File: config.mk
export PLATFORM = sky130hd
export DESIGN_NAME = scp_top
export DESIGN_NICKNAME = d
export VERILOG_FILES = /design/src/core/scp_pkg.sv /design/src/core/scp_top.sv /design/src/core/scp_sync.sv /design/src/core/scp_hot_reset.sv
export SDC_FILE = /design/constraint.sdc
export NUM_CORES = 1
export LEC_CHECK = 0
export ABC_AREA = 0
export BUFFER_PORTS_ARGS = -buffer_cell sky130_fd_sc_hd__buf_4
export CAP_MARGIN = 30
export CORE_MARGIN = 1
export CORE_UTILIZATION = 40
export CTS_BUF_LIST = sky130_fd_sc_hd__clkbuf_4 sky130_fd_sc_hd__clkbuf_8
export CTS_CLUSTER_SIZE = 25
export DETAILED_ROUTE_END_ITERATION = 8
export GPL_ROUTABILITY_DRIVEN = 0
export GPL_TIMING_DRIVEN = 0
export HOLD_SLACK_MARGIN = 0.08
export PLACE_DENSITY = 0.67
export RECOVER_POWER = 100
export SYNTH_ARGS = -nofsm -noshare
export SYNTH_HDL_FRONTEND = slang
export SYNTH_HIERARCHICAL = 1
export SYNTH_SLANG_ARGS = --single-unit
File: constraint.sdc
create_clock -name clk_sys -period 2.6 [get_ports clk_sys]
set_clock_uncertainty 0.2 [all_clocks]
set_input_delay 0.26 -clock clk_sys [delete_from_list [all_inputs] [get_ports clk_sys]]
set_output_delay 0.26 -clock clk_sys [all_outputs]
set_load 0.005 [all_outputs]
File: src/core/scp_pkg.sv
/*
 Constants, field positions and carrier structs for the system control ports.
 Assumes a 25 MHz system clock and byte-wide I/O cycles from the processor.
*/
// What this block does
// RULE1: Port B write bit7 clears timer0 latch
// RULE2: Port B read bit7 is parity latch
// RULE3: Port B read bit6 is channel latch
// RULE4: Port B read bit5 shows timer2 output
// RULE5: Port B bit4 toggles per refresh request
// RULE6: Port B bit3 channel enable, low active
// RULE7: Port B bit2 parity enable, low active
// RULE8: Port B bit1 speaker data enable
// RULE9: Port B bit0 drives timer2 gate
// RULE10: Index port bit7 masks NMI, write-only
// RULE11: Index bits 5-0 select config RAM byte
// RULE12: Port A bits 7,6 drive disk light
// RULE13: Status line to supply from bits 6,7
// RULE14: Port A bit4 reads watchdog timeout
// RULE15: Port A bit3 locks password, sticky
// RULE16: Port A bit1 drives address-20 gate
// RULE17: Bit0 rising write pulses reset 100-125ns
// RULE18: Reset after 6.72us, done within 13.4us
// RULE19: Bit0 stays set until write or reset
// RULE20: Reserved bits read zero, writes ignored
// RULE21: Error latches set only while enabled
package scp_pkg;
    localparam logic [15:0] SCP_ADDR_B     = 16'h0061;
    localparam logic [15:0] SCP_ADDR_INDEX = 16'h0070;
    localparam logic [15:0] SCP_ADDR_DATA  = 16'h0071;
    localparam logic [15:0] SCP_ADDR_A     = 16'h0092;
    localparam int B_IRQ0_CLR   = 7;
    localparam int B_PAR_LATCH  = 7;
    localparam int B_CHK_LATCH  = 6;
    localparam int B_T2_OUT     = 5;
    localparam int B_REFRESH    = 4;
    localparam int B_CHK_EN_N   = 3;
    localparam int B_PAR_EN_N   = 2;
    localparam int B_SPK_EN     = 1;
    localparam int B_T2_GATE    = 0;
    localparam int IDX_NMI_MASK = 7;
    localparam int IDX_MSB      = 5;
    localparam int A_LIGHT_A    = 7;
    localparam int A_LIGHT_B    = 6;
    localparam int A_WDOG       = 4;
    localparam int A_LOCK       = 3;
    localparam int A_GATE20     = 1;
    localparam int A_HOT_RST    = 0;
    localparam logic [3:0] SCP_B_CTRL_RST = 4'hc;
    localparam logic [5:0] SCP_IDX_RST    = 6'h00;
    localparam int CLK_PERIOD_PS   = 40000;
    localparam int PULSE_MIN_PS    = 100000;
    localparam int PULSE_MAX_PS    = 125000;
    localparam int DELAY_MIN_PS    = 6720000;
    localparam int DONE_MAX_PS     = 13400000;
    // Least times round up, longest round down
    localparam int PULSE_CYC = (PULSE_MIN_PS + CLK_PERIOD_PS - 1)
                               / CLK_PERIOD_PS;
    localparam int DELAY_CYC = (DELAY_MIN_PS + CLK_PERIOD_PS - 1)
                               / CLK_PERIOD_PS;
    localparam int DONE_CYC  = DONE_MAX_PS / CLK_PERIOD_PS;
    localparam int CNT_W     = 10;

    typedef struct packed {
        logic        rd;
        logic        wr;
        logic [15:0] addr;
        logic [7:0]  wdata;
    } scp_io_s;

    typedef struct packed {
        logic t2_out;
        logic refresh_req;
        logic parity_err;
        logic channel_err;
        logic watchdog_to;
    } scp_evt_s;
endpackage

File: src/core/scp_top.sv
/*
 System control ports B, index/NMI mask and A on byte-wide I/O cycles.
 Assumes rd/wr are one-cycle strobes synchronous to clk_sys; pin events
 are asynchronous and synchronised here. por is a power-cycle reset.
*/
`timescale 1ns/1ps
`default_nettype none
module scp_top
    import scp_pkg::*;
(
    // Clock and resets
    input  wire logic            clk_sys,
    input  wire logic            rst,
    input  wire logic            por,
    // I/O cycle
    input  wire scp_pkg::scp_io_s io,
    output var  logic [7:0]      rdata,
    output var  logic            rvalid,
    // Pin events
    input  wire scp_pkg::scp_evt_s evt,
    // Control outputs
    output var  logic            irq0_clr,
    output var  logic            t2_gate,
    output var  logic            spk_en,
    output var  logic            nmi_mask,
    output var  logic [5:0]      cfg_ram_index,
    output var  logic            disk_light,
    output var  logic            pw_lock,
    output var  logic            gate20,
    output var  logic            cpu_reset
);
    import scp_pkg::*;

    scp_evt_s   evt_s;
    logic [3:0] b_ctrl_r;
    logic       par_latch_r;
    logic       chk_latch_r;
    logic       refresh_tgl_r;
    logic       refresh_d_r;
    logic       nmi_mask_r;
    logic [5:0] index_r;
    logic [1:0] light_r;
    logic       wdog_r;
    logic       lock_r;
    logic       gate20_r;
    logic       hot_r;
    logic       hot_trig_r;
    logic       hr_reset;
    logic       hr_busy;
    logic       wr_b;
    logic       wr_idx;
    logic       wr_a;

    assign wr_b   = io.wr && (io.addr == SCP_ADDR_B);
    assign wr_idx = io.wr && (io.addr == SCP_ADDR_INDEX);
    assign wr_a   = io.wr && (io.addr == SCP_ADDR_A);

    scp_sync #(.W($bits(scp_evt_s))) u_sync (
        .clk_sys (clk_sys),
        .rst     (rst),
        .din     (evt),
        .dout    (evt_s)
    );

    // Port B control bits
    always_ff @(posedge clk_sys)
    begin
        if (por)
            b_ctrl_r <= SCP_B_CTRL_RST;
        else if (wr_b)
            b_ctrl_r <= io.wdata[3:0]; // RULE6 RULE7 RULE8 RULE9
    end

    AST_CTRL_B: assert property ( // RULE6 RULE7
        @(posedge clk_sys) disable iff (por)
        wr_b |=> b_ctrl_r == $past(io.wdata[3:0]))
        else $error("port b control bits wrong");

    // Timer 0 latch clear pulse
    always_ff @(posedge clk_sys)
    begin
        if (rst)
            irq0_clr <= 1'b0;
        else
            irq0_clr <= wr_b && io.wdata[B_IRQ0_CLR]; // RULE1
    end

    // Error latches, event wins over nothing; enable-off clears
    always_ff @(posedge clk_sys)
    begin
        if (por)
        begin
            par_latch_r <= 1'b0;
            chk_latch_r <= 1'b0;
        end
        else
        begin
            if (b_ctrl_r[B_PAR_EN_N])
                par_latch_r <= 1'b0; // RULE21
            else if (evt_s.parity_err)
                par_latch_r <= 1'b1; // RULE2
            if (b_ctrl_r[B_CHK_EN_N])
                chk_latch_r <= 1'b0; // RULE21
            else if (evt_s.channel_err)
                chk_latch_r <= 1'b1; // RULE3
        end
    end

    AST_PAR_SET: assert property ( // RULE2
        @(posedge clk_sys) disable iff (por)
        (!b_ctrl_r[B_PAR_EN_N] && evt_s.parity_err) |=> par_latch_r)
        else $error("parity latch not set");
    AST_CHK_SET: assert property ( // RULE3
        @(posedge clk_sys) disable iff (por)
        (!b_ctrl_r[B_CHK_EN_N] && evt_s.channel_err) |=> chk_latch_r)
        else $error("channel latch not set");
    AST_CHK_OFF: assert property ( // RULE21
        @(posedge clk_sys) disable iff (por)
        b_ctrl_r[B_CHK_EN_N] |=> !chk_latch_r)
        else $error("channel latch set while disabled");

    // Refresh toggle on each rising request edge
    always_ff @(posedge clk_sys)
    begin
        if (rst)
        begin
            refresh_d_r   <= 1'b0;
            refresh_tgl_r <= 1'b0;
        end
        else
        begin
            refresh_d_r <= evt_s.refresh_req;
            if (evt_s.refresh_req && !refresh_d_r)
                refresh_tgl_r <= ~refresh_tgl_r; // RULE5
        end
    end

    AST_REFRESH: assert property ( // RULE5
        @(posedge clk_sys) disable iff (rst)
        (evt_s.refresh_req && !refresh_d_r) |=> $changed(refresh_tgl_r))
        else $error("refresh toggle missed");

    // Index port: NMI mask and config RAM index
    always_ff @(posedge clk_sys)
    begin
        if (por)
        begin
            nmi_mask_r <= 1'b1;
            index_r    <= SCP_IDX_RST;
        end
        else if (wr_idx)
        begin
            nmi_mask_r <= io.wdata[IDX_NMI_MASK]; // RULE10
            index_r    <= io.wdata[IDX_MSB:0]; // RULE11
        end
    end

    AST_INDEX: assert property ( // RULE11
        @(posedge clk_sys) disable iff (rst || por)
        wr_idx |=> ##1 cfg_ram_index == $past(io.wdata[IDX_MSB:0], 2))
        else $error("config index wrong");

    // Port A light bits, power-on reset only
    always_ff @(posedge clk_sys)
    begin
        if (por)
            light_r <= 2'b00;
        else if (wr_a)
            light_r <= io.wdata[A_LIGHT_A:A_LIGHT_B]; // RULE12
    end

    // Password lock: set only, cleared by power cycle
    always_ff @(posedge clk_sys)
    begin
        if (por)
            lock_r <= 1'b0;
        else if (wr_a && io.wdata[A_LOCK])
            lock_r <= 1'b1; // RULE15
    end

    // Watchdog timeout status, sticky until power-on
    always_ff @(posedge clk_sys)
    begin
        if (por)
            wdog_r <= 1'b0;
        else if (evt_s.watchdog_to)
            wdog_r <= 1'b1; // RULE14
    end

    AST_WDOG: assert property ( // RULE14
        @(posedge clk_sys) disable iff (por)
        evt_s.watchdog_to |=> wdog_r)
        else $error("watchdog status not set");

    // Gate 20 and hot reset bit
    always_ff @(posedge clk_sys)
    begin
        if (rst || por)
        begin
            gate20_r   <= 1'b0;
            hot_r      <= 1'b0;
            hot_trig_r <= 1'b0;
        end
        else
        begin
            hot_trig_r <= 1'b0;
            if (wr_a)
            begin
                gate20_r <= io.wdata[A_GATE20]; // RULE16
                hot_r    <= io.wdata[A_HOT_RST]; // RULE19
                hot_trig_r <= io.wdata[A_HOT_RST] && !hot_r; // RULE17
            end
        end
    end

    AST_HOT_TRIG: assert property ( // RULE17
        @(posedge clk_sys) disable iff (rst || por)
        (wr_a && io.wdata[A_HOT_RST] && !hot_r) |=> hot_trig_r)
        else $error("hot reset trigger missing");
    AST_GATE20: assert property ( // RULE16
        @(posedge clk_sys) disable iff (rst || por)
        wr_a |=> ##1 gate20 == $past(io.wdata[A_GATE20], 2))
        else $error("gate 20 output wrong");

    scp_hot_reset u_hot (
        .clk_sys   (clk_sys),
        .rst       (rst),
        .trig      (hot_trig_r),
        .cpu_reset (hr_reset),
        .busy      (hr_busy)
    );

    // Read data; index port is write-only, reserved bits read zero
    always_ff @(posedge clk_sys)
    begin
        if (rst)
        begin
            rdata  <= 8'h00;
            rvalid <= 1'b0;
        end
        else
        begin
            rvalid <= io.rd;
            rdata  <= 8'h00;
            if (io.rd && io.addr == SCP_ADDR_B)
                rdata <= {par_latch_r, chk_latch_r, evt_s.t2_out,
                          refresh_tgl_r, b_ctrl_r}; // RULE4
            else if (io.rd && io.addr == SCP_ADDR_A)
                rdata <= {light_r, 1'b0, wdog_r, lock_r, 1'b0,
                          gate20_r, hot_r}; // RULE20
        end
    end

    AST_RD_B: assert property (@(posedge clk_sys) disable iff (rst) // RULE4
        (io.rd && io.addr == SCP_ADDR_B) |=>
        rdata[B_T2_OUT] == $past(evt_s.t2_out))
        else $error("timer2 level not read back");
    AST_RD_A: assert property (@(posedge clk_sys) disable iff (rst) // RULE20
        (io.rd && io.addr == SCP_ADDR_A) |=>
        !rdata[A_WDOG+1] && !rdata[A_LOCK-1])
        else $error("reserved port a bit set");

    // Registered outputs
    always_ff @(posedge clk_sys)
    begin
        if (rst)
        begin
            t2_gate       <= 1'b0;
            spk_en        <= 1'b0;
            nmi_mask      <= 1'b1;
            cfg_ram_index <= 6'h00;
            disk_light    <= 1'b0;
            pw_lock       <= lock_r; // RULE15
            gate20        <= 1'b0;
            cpu_reset     <= 1'b0;
        end
        else
        begin
            t2_gate       <= b_ctrl_r[B_T2_GATE]; // RULE9
            spk_en        <= b_ctrl_r[B_SPK_EN]; // RULE8
            nmi_mask      <= nmi_mask_r; // RULE10
            cfg_ram_index <= index_r; // RULE11
            disk_light    <= |light_r; // RULE13
            pw_lock       <= lock_r; // RULE15
            gate20        <= gate20_r; // RULE16
            cpu_reset     <= hr_reset; // RULE17
        end
    end

    AST_IRQ0_CLR: assert property ( // RULE1
        @(posedge clk_sys) disable iff (rst)
        (wr_b && io.wdata[7]) |=> irq0_clr)
        else $error("timer0 clear missing");
    AST_PAR_OFF: assert property ( // RULE21
        @(posedge clk_sys) disable iff (rst || por)
        b_ctrl_r[B_PAR_EN_N] |=> !par_latch_r)
        else $error("parity latch set while disabled");
    AST_NMI: assert property ( // RULE10
        @(posedge clk_sys) disable iff (rst || por)
        wr_idx |=> ##1 nmi_mask == $past(io.wdata[7], 2))
        else $error("nmi mask wrong");
    AST_LOCK: assert property ( // RULE15
        @(posedge clk_sys) disable iff (por)
        lock_r |=> lock_r)
        else $error("lock cleared");
    AST_LIGHT: assert property ( // RULE13
        @(posedge clk_sys) disable iff (rst)
        (light_r != 2'b00) |=> disk_light)
        else $error("light off");
    AST_DELAY: assert property ( // RULE18
        @(posedge clk_sys) disable iff (rst)
        hot_trig_r |=> !hr_reset [*8])
        else $error("reset too early");
    AST_PULSE: assert property ( // RULE17
        @(posedge clk_sys) disable iff (rst)
        $rose(hr_reset) |-> hr_reset [*3] ##1 !hr_reset)
        else $error("pulse width wrong");
    AST_DONE: assert property ( // RULE18
        @(posedge clk_sys) disable iff (rst)
        hot_trig_r |-> ##[1:335] !hr_busy)
        else $error("hot reset too long");
    AST_HOT_HOLD: assert property ( // RULE19
        @(posedge clk_sys) disable iff (rst || por)
        (hot_r && !wr_a) |=> hot_r)
        else $error("hot bit dropped");
    AST_SPK_T2: assert property ( // RULE8 RULE9
        @(posedge clk_sys) disable iff (rst || por)
        wr_b |=> ##1 {spk_en, t2_gate} == $past(io.wdata[1:0], 2))
        else $error("speaker or gate output wrong");
    AST_LIGHT_OFF: assert property ( // RULE12
        @(posedge clk_sys) disable iff (rst)
        (light_r == 2'b00) |=> !disk_light)
        else $error("light on while both bits clear");
    AST_LOCK_OUT: assert property ( // RULE15
        @(posedge clk_sys) disable iff (por)
        pw_lock |=> pw_lock)
        else $error("lock output dropped");
endmodule
`default_nettype wire

File: src/core/scp_sync.sv
/*
 Two-flop synchroniser for a group of pin levels.
 Assumes inputs are asynchronous to clk_sys.
*/
`timescale 1ns/1ps
`default_nettype none
module scp_sync #(
    parameter int W = 1
) (
    // Clock and reset
    input  wire logic         clk_sys,
    input  wire logic         rst,
    // Levels
    input  wire logic [W-1:0] din,
    output var  logic [W-1:0] dout
);
    logic [W-1:0] meta_r;

    always_ff @(posedge clk_sys)
    begin
        if (rst)
        begin
            meta_r <= '0;
            dout   <= '0;
        end
        else
        begin
            meta_r <= din;
            dout   <= meta_r;
        end
    end
endmodule
`default_nettype wire

File: src/core/scp_hot_reset.sv
/*
 Alternate processor reset sequencer: waits, then pulses the reset pin.
 Assumes a one-cycle trigger on a 0 to 1 write of the hot reset bit.
*/
`timescale 1ns/1ps
`default_nettype none
module scp_hot_reset
    import scp_pkg::*;
(
    // Clock and reset
    input  wire logic clk_sys,
    input  wire logic rst,
    // Trigger and outputs
    input  wire logic trig,
    output var  logic cpu_reset,
    output var  logic busy
);
    typedef enum logic [1:0] {
        SCP_IDLE  = 2'b00,
        SCP_WAIT  = 2'b01,
        SCP_PULSE = 2'b10
    } scp_hr_e;

    scp_hr_e          state_r;
    logic [CNT_W-1:0] cnt_r;

    always_ff @(posedge clk_sys)
    begin
        if (rst)
        begin
            state_r   <= SCP_IDLE;
            cnt_r     <= '0;
            cpu_reset <= 1'b0;
        end
        else
        begin
            unique case (state_r)
                SCP_IDLE:
                begin
                    cpu_reset <= 1'b0;
                    if (trig)
                    begin
                        state_r <= SCP_WAIT;
                        cnt_r   <= CNT_W'(DELAY_CYC - 1);
                    end
                end
                SCP_WAIT:
                begin
                    if (cnt_r == '0)
                    begin
                        state_r   <= SCP_PULSE; // RULE18
                        cpu_reset <= 1'b1;
                        cnt_r     <= CNT_W'(PULSE_CYC - 1);
                    end
                    else
                        cnt_r <= cnt_r - 1'b1;
                end
                SCP_PULSE:
                begin
                    if (cnt_r == '0)
                    begin
                        state_r   <= SCP_IDLE; // RULE17
                        cpu_reset <= 1'b0;
                    end
                    else
                        cnt_r <= cnt_r - 1'b1;
                end
                default:
                begin
                    state_r   <= SCP_IDLE;
                    cpu_reset <= 1'b0;
                end
            endcase
        end
    end

    assign busy = (state_r != SCP_IDLE);
endmodule
`default_nettype wire

Word-level counts from Yosys, hierarchy flattened
Cells that the tools add are included.
{"block": "op_classes", "n_bitwise": 2, "muxes": 13, "n_addsub": 1, "n_reduce_logical": 22, "n_eq_ne": 9}
{"op": "16-bit by 7-bit equality test with 1-bit output (second input constant)", "n": 2}
{"op": "10-bit two-way mux", "n": 3}
{"op": "10-bit one-hot mux with 3 select lines", "n": 1}
{"op": "16-bit by 8-bit equality test with 1-bit output (second input constant)", "n": 1}
{"op": "8-bit two-way mux", "n": 2}
{"op": "10-bit logical NOT", "n": 1}
{"op": "10-bit by 1-bit subtractor with 10-bit output (second input constant)", "n": 1}
{"op": "1-bit logical AND", "n": 9}
{"op": "2-bit OR reduction", "n": 4}
{"op": "2-bit two-way mux", "n": 3}
{"op": "2-bit one-hot mux with 3 select lines", "n": 1}
{"op": "3-bit AND reduction", "n": 2}
{"op": "2-bit by 1-bit inequality test with 1-bit output (second input constant)", "n": 2}
{"op": "2-bit inequality test (second input constant)", "n": 2}
{"op": "3-bit nonzero test", "n": 1}
{"op": "2-bit by 1-bit equality test with 1-bit output (second input constant)", "n": 1}
{"op": "2-bit equality test (second input constant)", "n": 1}
{"op": "1-bit logical NOT", "n": 2}
{"op": "2-bit logical NOT", "n": 1}
{"op": "1-bit two-way mux", "n": 2}
{"op": "1-bit NOT", "n": 2}
{"op": "1-bit one-hot mux with 2 select lines", "n": 1}
{"op": "2-bit AND reduction", "n": 1}
{"op": "1-bit logical OR", "n": 1}
{"block": "totals", "elab_cells": 76, "reg_bits": 68, "in_bits": 34}

Depth between registers and ports, before layout
{"block": "logic_depth", "ltp_word": 4, "mapped_depth": 7, "ltp_nobuf": 7}

Hierarchy
The synthesis kept the hierarchy.
{"module": "scp_top", "area_each_um2": 1575.3, "cells_per_inst": 152, "instances": 1}
{"module": "scp_hot_reset", "area_each_um2": 884.6, "cells_per_inst": 102, "instances": 1}
{"module": "scp_sync", "area_each_um2": 262.8, "cells_per_inst": 20, "instances": 1}

Least setup slack after synthesis
No wires, ideal clock.
{"block": "synth_path", "path_type": "register -> register", "from": "reg u_hot.state_r[1]", "to": "reg u_hot.cnt_r[6]", "period_less_slack_ns": 2.077, "slack_ns": 0.523, "t_arrival_ns": 1.755, "setup_time_ns": 0.122, "path_stages_with_launch": 8, "n_path_buf": 0, "required_ns": 2.278, "path_cell_list": "dfxtp_1 > inv_1 > ha_1 > nor2b_1 > nor2_1 > a21boi_2 > nor2_2 > a221o_1"}
{"block": "synth_between", "elab_chain_cells": 3, "elab_cells_between_ends": 8}
{"item": "start: declaration", "line": "scp_hot_reset.sv:24", "text": "scp_hr_e state_r;"}
{"item": "start signal: assignment", "line": "scp_hot_reset.sv:31", "text": "state_r <= SCP_IDLE;"}
{"item": "start signal: assignment", "line": "scp_hot_reset.sv:43", "text": "state_r <= SCP_WAIT;"}
{"item": "start signal: assignment", "line": "scp_hot_reset.sv:51", "text": "state_r <= SCP_PULSE;"}
{"item": "2-bit equality test (tied with other cells)", "line": "scp_hot_reset.sv:37", "text": "unique case (state_r)"}
{"item": "2-bit inequality test (no source line) or 3-bit nonzero test (tied branches)"}
{"item": "3-bit AND reduction (no source line)"}
{"item": "end signal: assignment", "line": "scp_hot_reset.sv:44", "text": "cnt_r <= CNT_W'(DELAY_CYC - 1);"}
{"item": "end signal: assignment", "line": "scp_hot_reset.sv:53", "text": "cnt_r <= CNT_W'(PULSE_CYC - 1);"}
{"item": "end signal: assignment", "line": "scp_hot_reset.sv:56", "text": "cnt_r <= cnt_r - 1'b1;"}
{"item": "end: declaration", "line": "scp_hot_reset.sv:25", "text": "logic [CNT_W-1:0] cnt_r;"}
Parallel ways exist; a longest one is shown, timed or not.
A chain may end at the register's enable or synchronous reset.

Final worst setup path
Same ends and word-level chain as after synthesis.

==> results.ini <==
[run_status]
status=complete, no violations

[clock_network]
cts_tree=built
post-cts-setup-buffer-count=0
clkTransAtPathRegs_ns=0.08
cts.sinks=68
htreeDepth=3
ctsResizeCount=0
clock_path_buffers=2
clk_latency_ns=0.34
clockRootBuffer=clkbuf_8
numCtsBuffers=9

[sta]
clock.fmax_mhz=414
drv_slew=0
slew-limit-headroom_pct=36.4
rsz0062_at_grt=no
hold_violations=0
final.period_utilization_pct=93.0
tns_ns=0
finalSetupViolCount=0
max_slew.worst_pin.slew_ns=0.946
min_period_ns=2.42

[critical_path]
reg2reg_from=u_hot/state_r[1]$_SDFFE_PP0P_
crit_fanout=7
r2r_setup_slack_ns=0.18
critical_path_class=flop to flop
worst_setup_path_end_kind=flop
cp.depth=7
cp.buffers_inverters=1
path_cells=inv_1 > ha_1 > nor2b_1 > nor2_1 > a21boi_2 > nor2_2 > a221o_1
cp.arrival_ns=2.44
required_ns=2.62
critPathCapture=u_hot/cnt_r[6]$_SDFFE_PP0P_
worst_r2r_path_depth=7
start_kind=flop
reg2reg_to=u_hot/cnt_r[6]$_SDFFE_PP0P_
worstSetupStartpoint=u_hot/state_r[1]$_SDFFE_PP0P_
slowest_stage=a21boi_2
cp_top_family=compound AO/OA/AOI/OAI gates
slowest_delay_ns=0.45

[layout]
layout_commonest_cell=dfxtp_1
drive_above_1_share_pct=23.6
final_cell_mix=68 x dfxtp_1, 32 x buf_4, 26 x nor2b_1
final_nets=404
area_growth_pct=33.0
n_antenna_cell=0
final_area_um2=3620
utilization_pct=56.1

[power_and_ir_drop]
p_per_area_nw_per_um2=875
irDropWorstVdd_mv=0.403
cellLeakagePower_nw=1.47

[route]
wire_per_inst_um=13.1
dr.pass1.iters=4
drt_iter0_drc=100
ant_nets=0
drc=0
vias=2295
drt_wl_total_um=5820
routed_via_density=5.16

[floorplanning]
rows=29
dieArea_um2=7140
initial_utilization_pct=42.2
die_w_um=84.5
core_um2=6460
die_h_um=84.5
io_pins=57

[yosys]
ys.flop_type=dfxtp_1
synth_top_area_share_pct=50.0
ys_warn_count=6
async_flop_share_pct=0
netlist_area_um2=2720
synth_edf_count=0
yosys.area.top_type=dfxtp_1
synth_area_per_cell_um2=9.94
yosysSeqAreaShare_pct=50.0
ys_top_cells_by_area=dfxtp_1 50%, nor2b_1 6.0%, ha_1 3.2%, nor2_1 3.0%, a21oi_1 2.9%
yosys_register_bits=68
synth_fp_nets=315
synth_cell_types=51
synthCells=274

[global_route]
grt_pass1_wl_um=9880
grt_antenna_before_repair=0
grt_max_degree=21
grt_usage_pct=17.5
first_global_vias=2228
gr-total-overflow=0

[place]
place_hpwl_um=4070
placed_cell_area_um2=3240
io_buffers=56

[flow_run]
max-cap-violations=0

[min_path]
hold_path.class=input port to flop

area by class of cell:
class | instances | area [um^2]
well taps | 77 | 96.3
fillers | 597 | 2840
multi-input cells | 189 | 1250
inverters | 7 | 26.3
clock buffers | 9 | 124
flip-flops and latches | 68 | 1360
plain buffers | 10 | 48.8
repair buffers | 78 | 637
clock inverters | 7 | 75.1
state kept, by name, summed over array words and instances (netlist names), 2 cells and up:
| signal | count |
|---|---|
| rdata | 8 |
| b_ctrl_r | 4 |
| u_sync/meta_r | 5 |
| light_r | 2 |
| index_r | 6 |
| u_hot/cnt_r | 10 |
| u_sync/dout | 5 |
| u_hot/state_r | 2 |
| cfg_ram_index | 6 |
metal layers:
layer	vias up	GRT usage [%]	part of all wire (%)
met4	0	7.70	1.9
met2	58	28.5	45
li1	1172	-	-
met5	-	0	0
met3	12	4.13	4.3
met1	1053	22.1	48
Yosys cell counts, drive strengths merged, types with 2 or more instances:
library cell and instances:
and2 2, o21ai 15, clkbuf 5, nand4 2, nor4 8, a31oi 5
a22o 6, nor3 6, o21a 3, a21o 2, nand3 16, or2 2
inv 7, a21boi 5, mux2i 6, nor2 24, nand2 7, or3 2
and4 2, nand2b 7, a221o 4, and3 3, dfxtp 68, nor4b 2
nor2b 26, ha 7, a21oi 16, buf 5
cells by family (layout without fill, tap and decap cells):
kind of cell,after synthesis,after routing,synth area share [%]
simple gates,111,111,25.4
flops,68,68,50.0
compound gates,64,64,15.7
buf+inv,17,111,3.13
fa+ha+maj,7,7,3.22
mux,6,6,2.21
xor+xnor,1,1,0.322
what timing repair did:
action / 4_1_cts / 5_1_grt
hold endpoints to repair: 33 / 0
endpoints found under the setup margin: 0 / 0
hold buffers: 22 / 0
worst min-delay path by stage:
stage	start	to	slack (ns)	cells after the start
2_1_floorplan	rst	cfg_ram_index[5]$_SDFF_PP0_	0.13	1
4_1_cts	io[8]	rdata[3]$_SDFF_PP0_	0.11	3
6_report	io[8]	rdata[4]$_SDFF_PP0_	0.13	3
3_3_place_gp	lock_r$_SDFFE_PP0P_	pw_lock$_DFF_P_	0.17	0
3_5_place_dp	lock_r$_SDFFE_PP0P_	pw_lock$_DFF_P_	0.16	0
5_1_grt	io[8]	rdata[7]$_SDFF_PP0_	0.13	3
worst register-to-register path, cell delays in order (launching register included):
cell	delay (ns)
dfxtp_1	0.40
inv_1	0.10
ha_1	0.19
nor2b_1	0.17
nor2_1	0.30
a21boi_2	0.45
nor2_2	0.12
a221o_1	0.37
where the power goes:
| group | internal [W] | leakage (nW) | switching (W) | total, W |
|---|---|---|---|---|
| clock network | 0.000447 | 0.104 | 0.000407 | 0.000854 |
| registers | 0.00112 | 0.552 | 0.0000820 | 0.00120 |
| logic | 0.000465 | 0.815 | 0.000653 | 0.00112 |
per-stage QoR:
stage	total power, W	cells	hold slack, ns	setup WS, ns
3_5_place_dp	0.00231	407	0.164	0.199
3_3_place_gp	0.00231	407	0.167	0.267
5_1_grt	0.00339	445	0.130	0.0523
6_report	0.00317	445	0.133	0.183
4_1_cts	0.00320	445	0.112	0.197
2_1_floorplan	0.00207	274	0.132	0.523
Power figures use the tool's default switching activity.
